### src/rtl/host_port_pkg.sv
package host_port_pkg;

  // register map of the controller, byte addresses on the APB
  localparam logic [7:0] REG_CTRL   = 8'h00;
  localparam logic [7:0] REG_WDATA  = 8'h04;
  localparam logic [7:0] REG_RDATA  = 8'h08;
  localparam logic [7:0] REG_STATUS = 8'h0C;
  localparam logic [7:0] REG_DIV    = 8'h10;

  // control register fields
  localparam int CTRL_CMD_LSB     = 0;
  localparam int CTRL_COUNT_LSB   = 8;
  localparam int CTRL_RECOVER_BIT = 16;

  // status register fields
  localparam int STAT_BUSY_BIT  = 0;
  localparam int STAT_RFULL_BIT = 1;
  localparam int STAT_DONE_BIT  = 2;

  // command byte layout on the link
  localparam int CMD_DIR_BIT   = 7;
  localparam int CMD_BURST_BIT = 6;
  localparam int CMD_ADDR_LSB  = 0;
  localparam int CMD_ADDR_BITS = 4;

  // link framing counts
  localparam logic [4:0] CMD_BITS       = 5'd8;
  localparam logic [4:0] WORD_BITS      = 5'd16;
  localparam logic [4:0] BURST_END_BIT  = 5'd8;
  localparam logic [4:0] RECOVER_CLOCKS = 5'd24;

  // timing: read turnaround of three periods of the device main clock
  localparam int MCLK_PERIOD_NS   = 10;
  localparam int DEV_CLK_NS       = 125;
  localparam int TURN_GAP_PERIODS = 3;
  localparam int TURN_GAP_NS      = TURN_GAP_PERIODS * DEV_CLK_NS;
  localparam logic [7:0] TURN_CYC =
    8'((TURN_GAP_NS + MCLK_PERIOD_NS - 1) / MCLK_PERIOD_NS);

  // shift clock half period in mclk cycles, less one (half period is div + 1 cycles)
  localparam logic [7:0] DIV_RESET = 8'h04;
  localparam logic [7:0] DIV_MIN   = 8'h02;

  typedef enum logic [2:0] {
    ST_IDLE,
    ST_CMD,
    ST_TURN,
    ST_READ,
    ST_WRITE,
    ST_HOLD,
    ST_RECOVER
  } phase_type;

  typedef struct packed {
    logic        psel;
    logic        penable;
    logic        pwrite;
    logic [7:0]  paddr;
    logic [31:0] pwdata;
  } apb_req_type;

  typedef struct packed {
    logic [31:0] prdata;
    logic        pready;
    logic        pslverr;
  } apb_rsp_type;

  typedef struct packed {
    phase_type   phase;
    logic        cs_b;
    logic        sclk;
    logic        dout;
    logic        doe;
    logic        din_meta;
    logic        din_sync;
    logic [15:0] shift;
    logic [4:0]  bits;
    logic [7:0]  cnt;
    logic [7:0]  words;
    logic [7:0]  cmd;
    logic [15:0] wdata;
    logic [15:0] rdata;
    logic        rfull;
    logic        done;
    logic [7:0]  div;
  } ctl_state_type;

endpackage

### src/rtl/serial_host_port.sv
`timescale 1ns/1ps
`default_nettype none

// How it works
// - three wires: shared data line, host shift clock, active-low select
// - host keeps shift clock high whenever no bit is being clocked
// - data stable across the rising clock edge, changed together with the falling edge
// - every transfer opens with one command byte, then data bytes
// - command byte goes out least significant bit first
// - for a write, select drops then command with direction and burst clear
// - all 16-bit data words travel least significant bit first
// - host raises select after the last bit of a single transfer
// - burst ends by raising select after 8th, before 15th clock of last word
// - command bit 7 direction, bit 6 burst, bits 3..0 register address
// - 24 clocks with select high return the device port to idle
module serial_host_port
  import host_port_pkg::*;
(
  input  wire logic        mclk,
  input  wire logic        rst_b,
  input  wire apb_req_type apb_req,
  output var  apb_rsp_type apb_rsp,
  output var  logic        cs_b,
  output var  logic        sclk,
  output var  logic        data_o,
  output var  logic        data_oe,
  input  wire logic        data_i,
  output var  logic        port_style_select_a,
  output var  logic        port_style_select_b
);

  // idle link: select up, clock parked high, data line released
  // the divider starts at its default so a launch needs no setup first
  localparam ctl_state_type RESET_STATE = '{
    phase:    ST_IDLE,
    cs_b:     1'b1,
    sclk:     1'b1,
    dout:     1'b1,
    doe:      1'b0,
    din_meta: 1'b0,
    din_sync: 1'b0,
    shift:    16'h0000,
    bits:     5'h00,
    cnt:      8'h00,
    words:    8'h00,
    cmd:      8'h00,
    wdata:    16'h0000,
    rdata:    16'h0000,
    rfull:    1'b0,
    done:     1'b0,
    div:      DIV_RESET
  };

  // whole state in one register, next value built by one process
  ctl_state_type st;
  ctl_state_type next_st;

  // strobes and helpers derived from the bus and the state
  logic          acc;
  logic          wr;
  logic          rd;
  logic          tick;
  logic          mapped;
  logic [4:0]    limit;
  logic [31:0]   rmux;
  logic          is_read;
  logic          is_burst;

  // apb decode; slave never waits, so the access phase is the answer
  // pslverr marks unmapped addresses; nothing else is refused
  assign acc      = apb_req.psel && apb_req.penable;
  assign wr       = acc && apb_req.pwrite;
  assign rd       = acc && !apb_req.pwrite;
  assign is_read  = st.cmd[CMD_DIR_BIT];
  assign is_burst = st.cmd[CMD_BURST_BIT];
  assign tick     = (st.cnt == 8'h00);

  // bit count that closes the current phase; recovery clocks run with
  // select high, so the device sees them as a port reset, not a transfer
  always_comb begin
    case (st.phase)
      ST_CMD:     limit = CMD_BITS;
      ST_RECOVER: limit = RECOVER_CLOCKS;
      default:    limit = WORD_BITS;
    endcase
  end

  // register read mux; unmapped addresses read zero with an error
  // only registered fields feed it, the address alone picks among them
  always_comb begin
    mapped = 1'b1;
    rmux   = 32'h0000_0000;
    case (apb_req.paddr)
      REG_CTRL: begin
        rmux[CTRL_CMD_LSB +: 8]   = st.cmd;
        rmux[CTRL_COUNT_LSB +: 8] = st.words;
      end
      REG_WDATA:  rmux[15:0] = st.wdata;
      REG_RDATA:  rmux[15:0] = st.rdata;
      // busy covers the turnaround gap and burst pauses as well
      REG_STATUS: begin
        rmux[STAT_BUSY_BIT]  = (st.phase != ST_IDLE);
        rmux[STAT_RFULL_BIT] = st.rfull;
        rmux[STAT_DONE_BIT]  = st.done;
      end
      REG_DIV:    rmux[7:0] = st.div;
      default:    mapped = 1'b0;
    endcase
  end

  // zero wait states: every access phase is answered at once, which keeps
  // the read mux combinational and saves a cycle per access
  assign apb_rsp = '{
    prdata:  rmux,
    pready:  1'b1,
    pslverr: acc && !mapped
  };

  // next state: bus side, then the link sequencer
  // defaults hold every field but the down-counter and the synchroniser, so each branch lists only what changes
  always_comb begin
    next_st = st;
    // two flops before anything looks at the returned data bit
    next_st.din_meta = data_i;
    next_st.din_sync = st.din_meta;
    if (!tick) begin
      next_st.cnt = st.cnt - 8'h01;
    end

    // software side registers
    // the write word is copied into the shifter when the command byte
    // ends, so software should change it only while the port is idle
    if (wr && apb_req.paddr == REG_WDATA) begin
      next_st.wdata = apb_req.pwdata[15:0];
    end
    if (wr && apb_req.paddr == REG_DIV) begin
      // below the minimum the data sampler would see stale bits
      // (both synchroniser flops must settle within one half period)
      next_st.div = (apb_req.pwdata[7:0] < DIV_MIN) ? DIV_MIN : apb_req.pwdata[7:0];
    end
    // reading the word frees the slot for the next burst word
    if (rd && apb_req.paddr == REG_RDATA) begin
      next_st.rfull = 1'b0;
    end

    case (st.phase)
      ST_IDLE: begin
        // select up and clock parked high between transfers
        next_st.cs_b = 1'b1;
        next_st.sclk = 1'b1;
        next_st.doe  = 1'b0;
        // only an idle port takes a launch; a launch while busy is simply
        // ignored, so software polls the busy flag first
        if (wr && apb_req.paddr == REG_CTRL) begin
          next_st.done  = 1'b0;
          next_st.bits  = 5'h00;
          next_st.cnt   = st.div;
          next_st.cmd   = apb_req.pwdata[CTRL_CMD_LSB +: 8];
          next_st.words = apb_req.pwdata[CTRL_COUNT_LSB +: 8];
          // a zero count still moves one word
          if (apb_req.pwdata[CTRL_COUNT_LSB +: 8] == 8'h00) begin
            next_st.words = 8'h01;
          end
          if (apb_req.pwdata[CTRL_RECOVER_BIT]) begin
            // select stays up: the clocks only flush the device port
            next_st.phase = ST_RECOVER;
          end else begin
            next_st.phase = ST_CMD;
            next_st.cs_b  = 1'b0;
            next_st.shift = {8'h00, apb_req.pwdata[CTRL_CMD_LSB +: 8]};
          end
        end
      end

      // shared bit engine: each tick toggles the clock or closes the phase
      ST_CMD, ST_READ, ST_WRITE, ST_RECOVER: begin
        if (tick) begin
          next_st.cnt = st.div;
          if (!st.sclk) begin
            // rising edge: device sees the bit, we take its bit; the
            // synchronised copy is two cycles old, which the minimum
            // divider still covers
            next_st.sclk  = 1'b1;
            next_st.shift = {st.din_sync, st.shift[15:1]};
            next_st.bits  = st.bits + 5'h01;
          end else if (st.bits == limit) begin
            // end of phase, one full high half after the last edge
            // so the device has taken the last bit before anything moves
            next_st.bits = 5'h00;
            case (st.phase)
              ST_CMD: begin
                if (is_read) begin
                  // release the line first, then hold the clock high for
                  // the turnaround gap so the device can ready its first bit
                  next_st.doe   = 1'b0;
                  next_st.phase = ST_TURN;
                  next_st.cnt   = TURN_CYC;
                end else begin
                  // the write word follows the command with no gap
                  next_st.phase = ST_WRITE;
                  next_st.shift = st.wdata;
                end
              end
              ST_READ: begin
                // a whole word is in: hand it to software and count it
                next_st.rdata = st.shift;
                next_st.rfull = 1'b1;
                next_st.words = st.words - 8'h01;
                // a single read or the last burst word closes the frame
                if (!is_burst || st.words == 8'h01) begin
                  next_st.phase = ST_IDLE;
                  next_st.cs_b  = 1'b1;
                  next_st.done  = 1'b1;
                end else begin
                  // no buffer: next word waits until software took this one
                  next_st.phase = ST_HOLD;
                end
              end
              default: begin
                // write or recovery finished
                next_st.phase = ST_IDLE;
                next_st.cs_b  = 1'b1;
                next_st.doe   = 1'b0;
                next_st.done  = 1'b1;
              end
            endcase
          end else begin
            // falling edge: present the next bit, lsb first
            // read data is left to the device; we drive only command and write
            next_st.sclk = 1'b0;
            if (st.phase == ST_CMD || st.phase == ST_WRITE) begin
              next_st.doe  = 1'b1;
              next_st.dout = st.shift[0];
            end
            // last burst word: select up after its 8th clock
            // the device then finishes the word while the clocks keep running
            if (st.phase == ST_READ && is_burst && st.words == 8'h01
                && st.bits == BURST_END_BIT) begin
              next_st.cs_b = 1'b1;
            end
          end
        end
      end

      ST_TURN: begin
        // data line released, wait out the turnaround gap
        // the gap is counted in our own clocks, rounded up to stay safe
        if (tick) begin
          next_st.phase = ST_READ;
          next_st.cnt   = st.div;
        end
      end

      ST_HOLD: begin
        // clock parked high between words; burst resumes once data drained
        // trade-off: no buffer, so a slow reader stretches the burst
        if (!next_st.rfull) begin
          next_st.phase = ST_READ;
          next_st.cnt   = st.div;
        end
      end

      // unused codes fall back to idle
      default: next_st = RESET_STATE;
    endcase

    // a word stored this cycle keeps the full flag despite a read
    // set wins over clear, so no word is lost unseen
    if (st.phase == ST_READ && next_st.phase != ST_READ) begin
      next_st.rfull = 1'b1;
    end
  end

  // state register, synchronous active-low reset; a reset in mid-frame
  // raises the select at once and the device drops the cut word
  always_ff @(posedge mclk) begin
    if (!rst_b) begin
      st <= RESET_STATE;
    end else begin
      st <= next_st;
    end
  end

  // pins come straight from flops, so no glitch reaches the device
  // style selects are tied low: this port speaks only the byte-shift protocol
  assign cs_b                = st.cs_b;
  assign sclk                = st.sclk;
  assign data_o              = st.dout;
  assign data_oe             = st.doe;
  assign port_style_select_a = 1'b0;
  assign port_style_select_b = 1'b0;

endmodule

`default_nettype wire

### config.mk
export PLATFORM = sky130hd
export DESIGN_NAME = serial_host_port
export DESIGN_NICKNAME = d
export VERILOG_FILES = /design/src/rtl/host_port_pkg.sv /design/src/rtl/serial_host_port.sv
export SDC_FILE = /design/constraint.sdc
export NUM_CORES = 1
export LEC_CHECK = 0
export ABC_AREA = 1
export BUFFER_PORTS_ARGS = -buffer_cell sky130_fd_sc_hd__buf_2
export CORE_ASPECT_RATIO = 0.8
export CORE_MARGIN = 10
export CORE_UTILIZATION = 45
export CTS_CLUSTER_DIAMETER = 150
export DETAILED_ROUTE_END_ITERATION = 8
export HOLD_SLACK_MARGIN = 0.06
export PLACE_DENSITY = 0.69
export SLEW_MARGIN = 10
export SYNTH_ARGS = -nofsm -noshare
export SYNTH_HDL_FRONTEND = slang
export SYNTH_SLANG_ARGS = --single-unit
### constraint.sdc
create_clock -name mclk -period 2.5 [get_ports mclk]
set_clock_uncertainty 0.05 [all_clocks]
set_input_delay 0.375 -clock mclk [delete_from_list [all_inputs] [get_ports mclk]]
set_output_delay 0.375 -clock mclk [all_outputs]
set_load 0.01 [all_outputs]
==> out/results.tsv, run 1 <==
metric	value	unit
clock latency on the worst-skew pair	350	ps
crit end category	output port	
Pre-Repair DR Iteration Count	5	
CP arrival	1910	ps
pre-CTS WS	186	ps
synthesized netlist cell count	897	
Hold Buf Count CTS	0	
grt total ovfl	0	
Worst Path Buf+Inv	5	
GRT Resource Usage Total	19.8	%
fin crit period	2340	ps
Residual DRC	0	
Num Clock Sinks	96	
Final Setup Violations	0	
Cell Rows	36	
Post-Synth XOR/XNOR Area	1.37	%
pwr dens	633	nW/um2
Iter 0 DRT Violations	540	
hold_sp	data_i	
post-synthesis register bit count	96	
Area contributors post-synth	dfxtp_1 (33%), nand2_1 (14%), nor2_1 (7.7%)	
initial antenna violation count	0	
Clk pin slew, worst setup/hold paths	70	ps
final cell count without fillers	1134	
Final Slew Violations	0	
Initial Util	46.6	%
drt total wl	17800	um
Setup WS post-layout	161	ps
filler instances	1293	
diode count	0	
Final Hold Fails	0	
Setup crit end	apb_rsp[17]	
layout cells sized above 1	14.6	%
Slew Limit Headroom	60.0	%
CTS root buf	clkbuf_16	
Final GP Congestion	0.910	
crit-path cells	buf_2, nor2_1, nand3_1, inv_1, nand2_1, inv_1, buf_4, nand2_1, o211ai_1, buf_2	
number of cells on the worst reg-to-reg path	11	
slowest stage cell, crit path	inv_1	
largest net degree at the start of global routing	50	
crit-path leading delay family	buffers and inverters	
core region area	12300	um2
HP Class	in -> reg	
fin nets	1009	
main combinational cell family by area after synthesis	simple AND/OR/NAND/NOR gates	
chip width	146	um
Seq/Total Area, Yosys	33.4	%
synthesized area per cell	6.41	um2
commonest non-fill, non-tap cell in the layout	nand2_1	
Max Buffers Root-to-Sink	2	
die area	17700	um2
share of the synthesized area in the top cell type	33.4	%
setup slack, reg-to-reg	220	ps
leakage	2.82	nW
dpl hpwl	13500	um
vias in the first global route	5604	
Total Power	4.14	mW
worst slew pin tran	600	ps
CP peak stage delay	310	ps
Setup CP Type	in -> out	
CTS tree	done	
total number of vias	5919	
first-pass GRT wire length	28600	um
Synth Area in Adders	1.09	%
Antenna Nets Post-Route	0	
Via density	5.22	
CTS Buf Count	9	
most frequent cells in the layout	nand2_1 (220), nor2_1 (117), inv_1 (97), dfxtp_1 (96), a21oi_1 (81)	
Syn Std Cell Area	5750	um2
asr flop ratio synth	0	%
DR WL/cell	15.7	um
placed cell count	1117	
H-tree Lvls	3	
Max Clk Rate	428	MHz
maxcap violations	0	
critical path fanouts, max	9	
VDD IR-drop max	0.000342	V
Die Y	121	um
IO buf count	51	
mux share of post-synthesis cell area	0	%
Worst Setup Start Kind	primary input	
Yosys top cell by area	dfxtp_1	
P&R area growth vs syn	13.7	%
Top FF cell, synth	dfxtp_1	
Tcrit/Tclk final	93.6	%
yosys warns	0	
Critical R2R Capture	st[46]	
Crit. path cell count	10	
Compound-Gate Fraction of Synth Area	16.8	%
WP data required	2080	ps
Post-synth EDFFs	0	
r2r startpoint	st[94]	
boundary pin count	86	
crit path launch	apb_req[39]	
simple-gate share of the synthesized area	35.8	%
status	finished clean	
final core utilization	52.9	%
post-synthesis cell type count	45	
## layout make-up
cell class	count	area, um2	area share, %
Clock buffer	11	253	3.87
Clock inverter	5	63.8	0.977
Inverter	109	409	6.26
Multi-Input combinational cell	669	3240	49.6
Sequential cell	96	1920	29.4
Tap cell	171	214	3.27
Timing Repair Buffer	73	433	6.63
## state kept, by name, summed over array words and instances (netlist names)
name	flops
st	90
cs_b	1
data_o	1
data_oe	1
is_burst	1
is_read	1
sclk	1
## cells by family (layout without fill, tap and decap cells)
family | count (synthesis) | after routing
XOR/XNOR | 9 | 9
other | 2 | 19
AO/OA/AOI/OAI | 176 | 176
AND/OR/NAND/NOR | 460 | 460
flip-flops | 96 | 96
adder cells (fa/ha/maj) | 5 | 5
buffers and inverters | 149 | 198
## synthesized netlist by cell type, types with 8 or more instances
| cell type | number |
|---|---|
| buf_4 | 20 |
| a21oi_1 | 81 |
| inv_1 | 97 |
| nand4_1 | 14 |
| nand2_1 | 220 |
| nand2_2 | 8 |
| nand3_1 | 53 |
| nor2_1 | 118 |
| nor3_1 | 12 |
| dfxtp_1 | 96 |
| xor2_1 | 9 |
| o21ai_0 | 65 |
| inv_2 | 11 |
| clkbuf_1 | 12 |
| nor2_2 | 11 |
## repair_timing
action                     in CTS  in global routing
setup endpoints to repair       0                  3
buffers inserted                0                  1
gates resized for setup         0                  1
## worst min path at each step
stage,cells past startpoint,slack (ps),end
floorplan,2,340,st[87]
global placement,2,350,st[87]
detailed placement,2,360,st[87]
CTS,3,180,st[88]
global route,3,190,st[88]
finish,3,190,st[88]
## tightest hold or removal path, stage by stage
cell	delay, ps
buf_2	90
inv_1	40
nor2_1	40
## per-layer routing
layer / up-vias / GRT usage (%) / routed length [um] / share of wire (%)
li1: 2997 / - / - / -
met4: 0 / 6.05 / 294 / 1.7
met2: 234 / 31.9 / 8080 / 45
met1: 2665 / 25.8 / 8080 / 45
met3: 23 / 4.44 / 1340 / 7.5
met5: - / 0 / 0 / 0
## power breakdown
group | switching (mW) | total, mW | internal [mW]
logic | 0.698 | 1.05 | 0.350
clock network | 0.631 | 1.47 | 0.840
registers | 0.0347 | 1.62 | 1.58
total | 1.36 | 4.14 | 2.77
## through the flow
step / cell area, um2 / hold slack (ps) / TNS [ps]
2_1_floorplan: 5810 / 344 / 0
3_3_place_gp: 6190 / 347 / 0
3_5_place_dp: 6190 / 356 / 0
4_1_cts: 6510 / 182 / 0
5_1_grt: 6530 / 194 / -1.14
6_report: 6530 / 186 / 0
Note: power is estimated with default switching activity, not from simulation.
==> run 2, diff against run 1 <==
Settings changed: REMOVE_ABC_BUFFERS set to 1.
==> run 2 against run 1 <==
Net effect:
- final cell count increased by 0.71%
- maximum frequency increased by 1.2%
- setup slack improved by 28 ps
- global-route usage increased by 1.2 points
- critical path type is now reg -> reg
- sequential power about the same
- largest cell class unchanged
- clock power increased by 10%
- first-iteration DRC count increased by 35%
- via count increased by 3.6%
- routed wire length increased by 6.3%
- count of clock-buffer cells in the layout decreased by 2
- critical endpoint is now st[12]
- register-to-register slack got worse by 30 ps
- sequential cell count unchanged
==> out/results.tsv, run 2 (synthesis gave the netlist of run 1 again) <==
metric	value	unit
status	finished clean	
post-cts sizing count	0	
setup slack, reg-to-reg	190	ps
commonest non-fill, non-tap cell in the layout	nand2_1	
leakage	2.87	nW
Worst Path Buf+Inv	2	
chip width	146	um
fin crit period	2310	ps
hold_sp	data_i	
Clk pin slew, worst setup/hold paths	70	ps
maxcap violations	0	
Iter 0 DRT Violations	731	
Final Hold Fails	0	
Setup Fix Bufs, Post-CTS	0	
fin nets	1017	
worst slew pin tran	587	ps
Max Clk Rate	433	MHz
number of cells on the worst reg-to-reg path	11	
slowest stage cell, crit path	dfxtp_1	
setup TNS	0	ps
total number of vias	6131	
critical path fanouts, max	16	
pwr dens	646	nW/um2
Critical R2R Capture	st[12]	
CP most frequent cell	nand2_2	
Final Setup Violations	0	
initial antenna violation count	0	
Largest register FFs	90	
IO buf count	51	
CP peak stage delay	320	ps
final cell count without fillers	1142	
Residual DRC	0	
Antenna Nets Post-Route	0	
Hold Buf Count CTS	0	
placed cell count	1126	
most frequent cells in the layout	nand2_1 (220), nor2_1 (118), inv_1 (97), dfxtp_1 (96), a21oi_1 (81)	
Pre-Repair DR Iteration Count	7	
diode count	0	
boundary pin count	86	
Most Used Layer, Global Route	met2	
Slew Limit Headroom	60.9	%
layout cells sized above 1	15.2	%
largest net degree at the start of global routing	50	
Cell Rows	36	
H-tree Lvls	3	
Tcrit/Tclk final	92.4	%
CTS tree	done	
Setup CP Type	reg -> reg	
hold path depth	3	
unrepaired setup endpoints after global routing	no	
CTS Buf Count	9	
sink of the worst hold path	st[88]	
Final Slew Violations	0	
Biggest register	st	
Final GP Congestion	0.938	
HP Class	in -> reg	
GRT Resource Usage Total	21.0	%
CP arrival	2510	ps
r2r startpoint	st[58]	
Hold Slack	168	ps
CTS root buf	clkbuf_16	
Die Y	121	um
Max Buffers Root-to-Sink	2	
dpl hpwl	14000	um
met3 Usage GRT	5.67	%
Global Route met2 Usage	30.8	%
first-pass GRT wire length	30000	um
crit-path cells	inv_1, ha_1, nand3_1, o21ai_2, nand2_2, nor2_2, nand2_2, inv_2, nand2_2, o21ai_1, nor2_1	
pre-CTS WS	231	ps
Num Clock Sinks	96	
core region area	12300	um2
grt total ovfl	0	
drt total wl	18900	um
VDD IR-drop max	0.000335	V
crit end category	register	
WP data required	2700	ps
met1 Usage GRT	29.7	%
Initial Util	46.6	%
Worst Setup Start Kind	register	
DR WL/cell	16.6	um
die area	17700	um2
clock latency on the worst-skew pair	360	ps
Setup WS post-layout	189	ps
crit-path leading delay family	simple AND/OR/NAND/NOR gates	
Via density	5.37	
P&R area growth vs syn	15.5	%
vias in the first global route	5616	
run 2: worst max-delay path by stage:
stage	start	to	slack, ps	cells after the start
after global placement	apb_req[39]	apb_rsp[17]	230	10
after global routing	st[58]	st[12]	20	11
after detailed placement	apb_req[39]	apb_rsp[17]	230	10
final	st[58]	st[12]	190	11
after floorplan	st[58]	st[51]	300	12
after CTS	st[58]	st[12]	160	11
run 2: metrics by stage:
step / utilization [%] / area, um2 / total power [mW]
floorplan: - / 5570 / 2.38
global placement: 50.9 / 6290 / 2.67
detailed placement: 50.9 / 6290 / 2.67
CTS: 53.7 / 6630 / 4.28
global route: 53.8 / 6640 / 4.51
finish: 53.8 / 6640 / 4.29
run 2: per-layer routing:
layer | share of wire, % | wire [um]
met5 | 0 | 0
met4 | 1.5 | 293
met1 | 47 | 8880
met2 | 41 | 7770
met3 | 10 | 1970
run 2: power by group:
| part | switching [mW] | internal [mW] |
|---|---|---|
| logic | 0.694 | 0.348 |
| clock network | 0.644 | 0.979 |
| registers | 0.0382 | 1.58 |
| total | 1.38 | 2.91 |
run 2: cell type report:
class	count	area (um2)
clock buffer	9	225
timing repair buffer	81	505
fill	1284	5710
tap	171	214
clock inverter	7	119
inverter	109	409
multi-input combinational	669	3240
sequential	96	1920
run 2: worst reg2reg max path, cell delays in order (launching register included):
cell and delay, ps:
dfxtp_1 320, inv_1 90, ha_1 210, nand3_1 170, o21ai_2 230, nand2_2 120
nor2_2 230, nand2_2 140, inv_2 80, nand2_2 220, o21ai_1 260, nor2_1 80
==> run 3, diff against run 2 <==
Settings changed: CTS_BUF_LIST set to sky130_fd_sc_hd__clkbuf_2, CTS_CLUSTER_DIAMETER 150 to not set, CTS_CLUSTER_SIZE set to 8.
==> run 3 against run 2 <==
Net effect:
- sequential share of layout area about the same
- hold slack worse by 28 ps
- routed wire length down 0.14%
- setup slack worse by 62 ps
- sequential power about the same
- non-clock buffer count up 19
- utilization up 0.21 points
- global-route usage about the same
- largest cell class unchanged
- highest routed layer unchanged
==> out/results.tsv, run 3 (synthesis gave the netlist of run 1 again) <==
metric	value	unit
CP arrival	1950	ps
final instance area	6660	um2
CTS root buf	clkbuf_2	
Residual DRC	0	
hold path depth	5	
Seq. cell area	1930	um2
fin crit period	2370	ps
Total Power	3.71	mW
Slew Limit Headroom	60.7	%
dpl hpwl	14000	um
hold_sp	apb_req[40]	
commonest non-fill, non-tap cell in the layout	nand2_1	
clock latency on the worst-skew pair	650	ps
Largest register FFs	90	
setup slack, reg-to-reg	180	ps
fin nets	1036	
layout cells sized above 1	15.5	%
filler instances	1278	
Clk pin slew, worst setup/hold paths	270	ps
Cell Rows	36	
total number of vias	6212	
sink of the worst hold path	st[9]	
Antenna Nets Post-Route	0	
boundary pin count	86	
final core utilization	54.0	%
IO buf count	51	
Die Y	121	um
GRT Resource Usage Total	20.9	%
Hold Slack	140	ps
pwr dens	557	nW/um2
DP Area	6290	um2
most frequent cells in the layout	nand2_1 (220), nor2_1 (117), inv_1 (97), dfxtp_1 (93), a21oi_1 (81)	
chip width	146	um
Biggest register	st	
Worst Setup Start Kind	register	
unrepaired setup endpoints after global routing	no	
VDD IR-drop max	0.000242	V
final cell count without fillers	1161	
multi-input logic area	3250	um2
Initial Util	46.6	%
Max Buffers Root-to-Sink	2	
Setup CP Type	reg -> out	
Final Setup Violations	0	
CTS tree	done	
drt total wl	18900	um
crit end category	output port	
CTS Buf Count	9	
maxcap violations	0	
Pre-Repair DR Iteration Count	5	
critical path fanouts, max	10	
initial antenna violation count	0	
Critical R2R Capture	st[12]	
H-tree Lvls	3	
leakage	2.89	nW
r2r startpoint	st[58]	
die area	17700	um2
P&R area growth vs syn	16.0	%
status	finished clean	
HP Class	in -> reg	
Max Clk Rate	421	MHz
placed cell count	1126	
setup TNS	0	ps
Tcrit/Tclk final	94.9	%
core region area	12300	um2
pre-CTS WS	231	ps
Final GP Congestion	0.938	
WP data required	2080	ps
largest net degree at the start of global routing	50	
Iter 0 DRT Violations	737	
diode count	0	
Final Hold Fails	0	
number of cells on the worst reg-to-reg path	11	
grt total ovfl	0	
Final Slew Violations	0	
Setup WS post-layout	127	ps
vias in the first global route	5653	
DR WL/cell	16.3	um
worst slew pin tran	590	ps
Via density	5.35	
Num Clock Sinks	96	
first-pass GRT wire length	30000	um
==> run 3: cell count changes in the layout (fill, tap and decap cells not counted), moves of 2 or more <==
cell / change
clkbuf_16: -9
dfxtp_1: -3
o21ai_1: -2
o21ai_0: +2
clkbuf_2: +9
dlygate4sd3_1: +19
dfxtp_2: +2
==> run 3: worst max path at each step <==
stage	slack [ps]	depth (start not counted)	to	startpoint
detailed placement	230	10	apb_rsp[17]	apb_req[39]
global placement	230	10	apb_rsp[17]	apb_req[39]
CTS	40	7	apb_rsp[2]	st[93]
global route	10	7	apb_rsp[2]	st[94]
floorplan	300	12	st[51]	st[58]
finish	130	7	apb_rsp[2]	st[94]
==> run 3: timing repair <==
| action | 4_1_cts | 5_1_grt |
|---|---|---|
| endpoints found under the hold margin | 40 | 0 |
| setup endpoints to repair | 1 | 10 |
| setup buffers | 0 | 0 |
| cloned | 0 | 0 |
| resized for setup | 1 | 7 |
| hold buffers | 19 | 0 |
==> run 3: power by group <==
group          internal [mW]  leakage [nW]  switching [mW]
registers               1.59         0.777          0.0383
clock network          0.431        0.0885           0.584
logic                  0.367          2.02           0.701
total                   2.39          2.89            1.32
==> run 3: critical path: stages, from the launching register on <==
cell	delay, ps
dfxtp_4	440
inv_2	130
nand3_2	120
inv_4	150
o21ai_0	120
nor2_1	100
o21ai_0	90
buf_2	150
==> run 3: layout make-up <==
type,count,share of cell area [%]
multi-input cells,669,48.8
flip-flops and latches,96,28.9
repair buffers,100,10.4
inverters,109,6.18
well taps,171,3.21
clock inverters,7,1.78
clock buffers,9,0.676
==> run 3: metal layers <==
layer  vias to the layer above  wire length, um  global-route usage, %  share of wire (%)
met3                        24             2260                   6.97                 12
met5                         -                0                      0                  0
met2                       331             7730                   30.2                 41
li1                       3055                -                      -                  -
met4                         0              229                   4.12                1.2
met1                      2802             8670                   29.6                 46
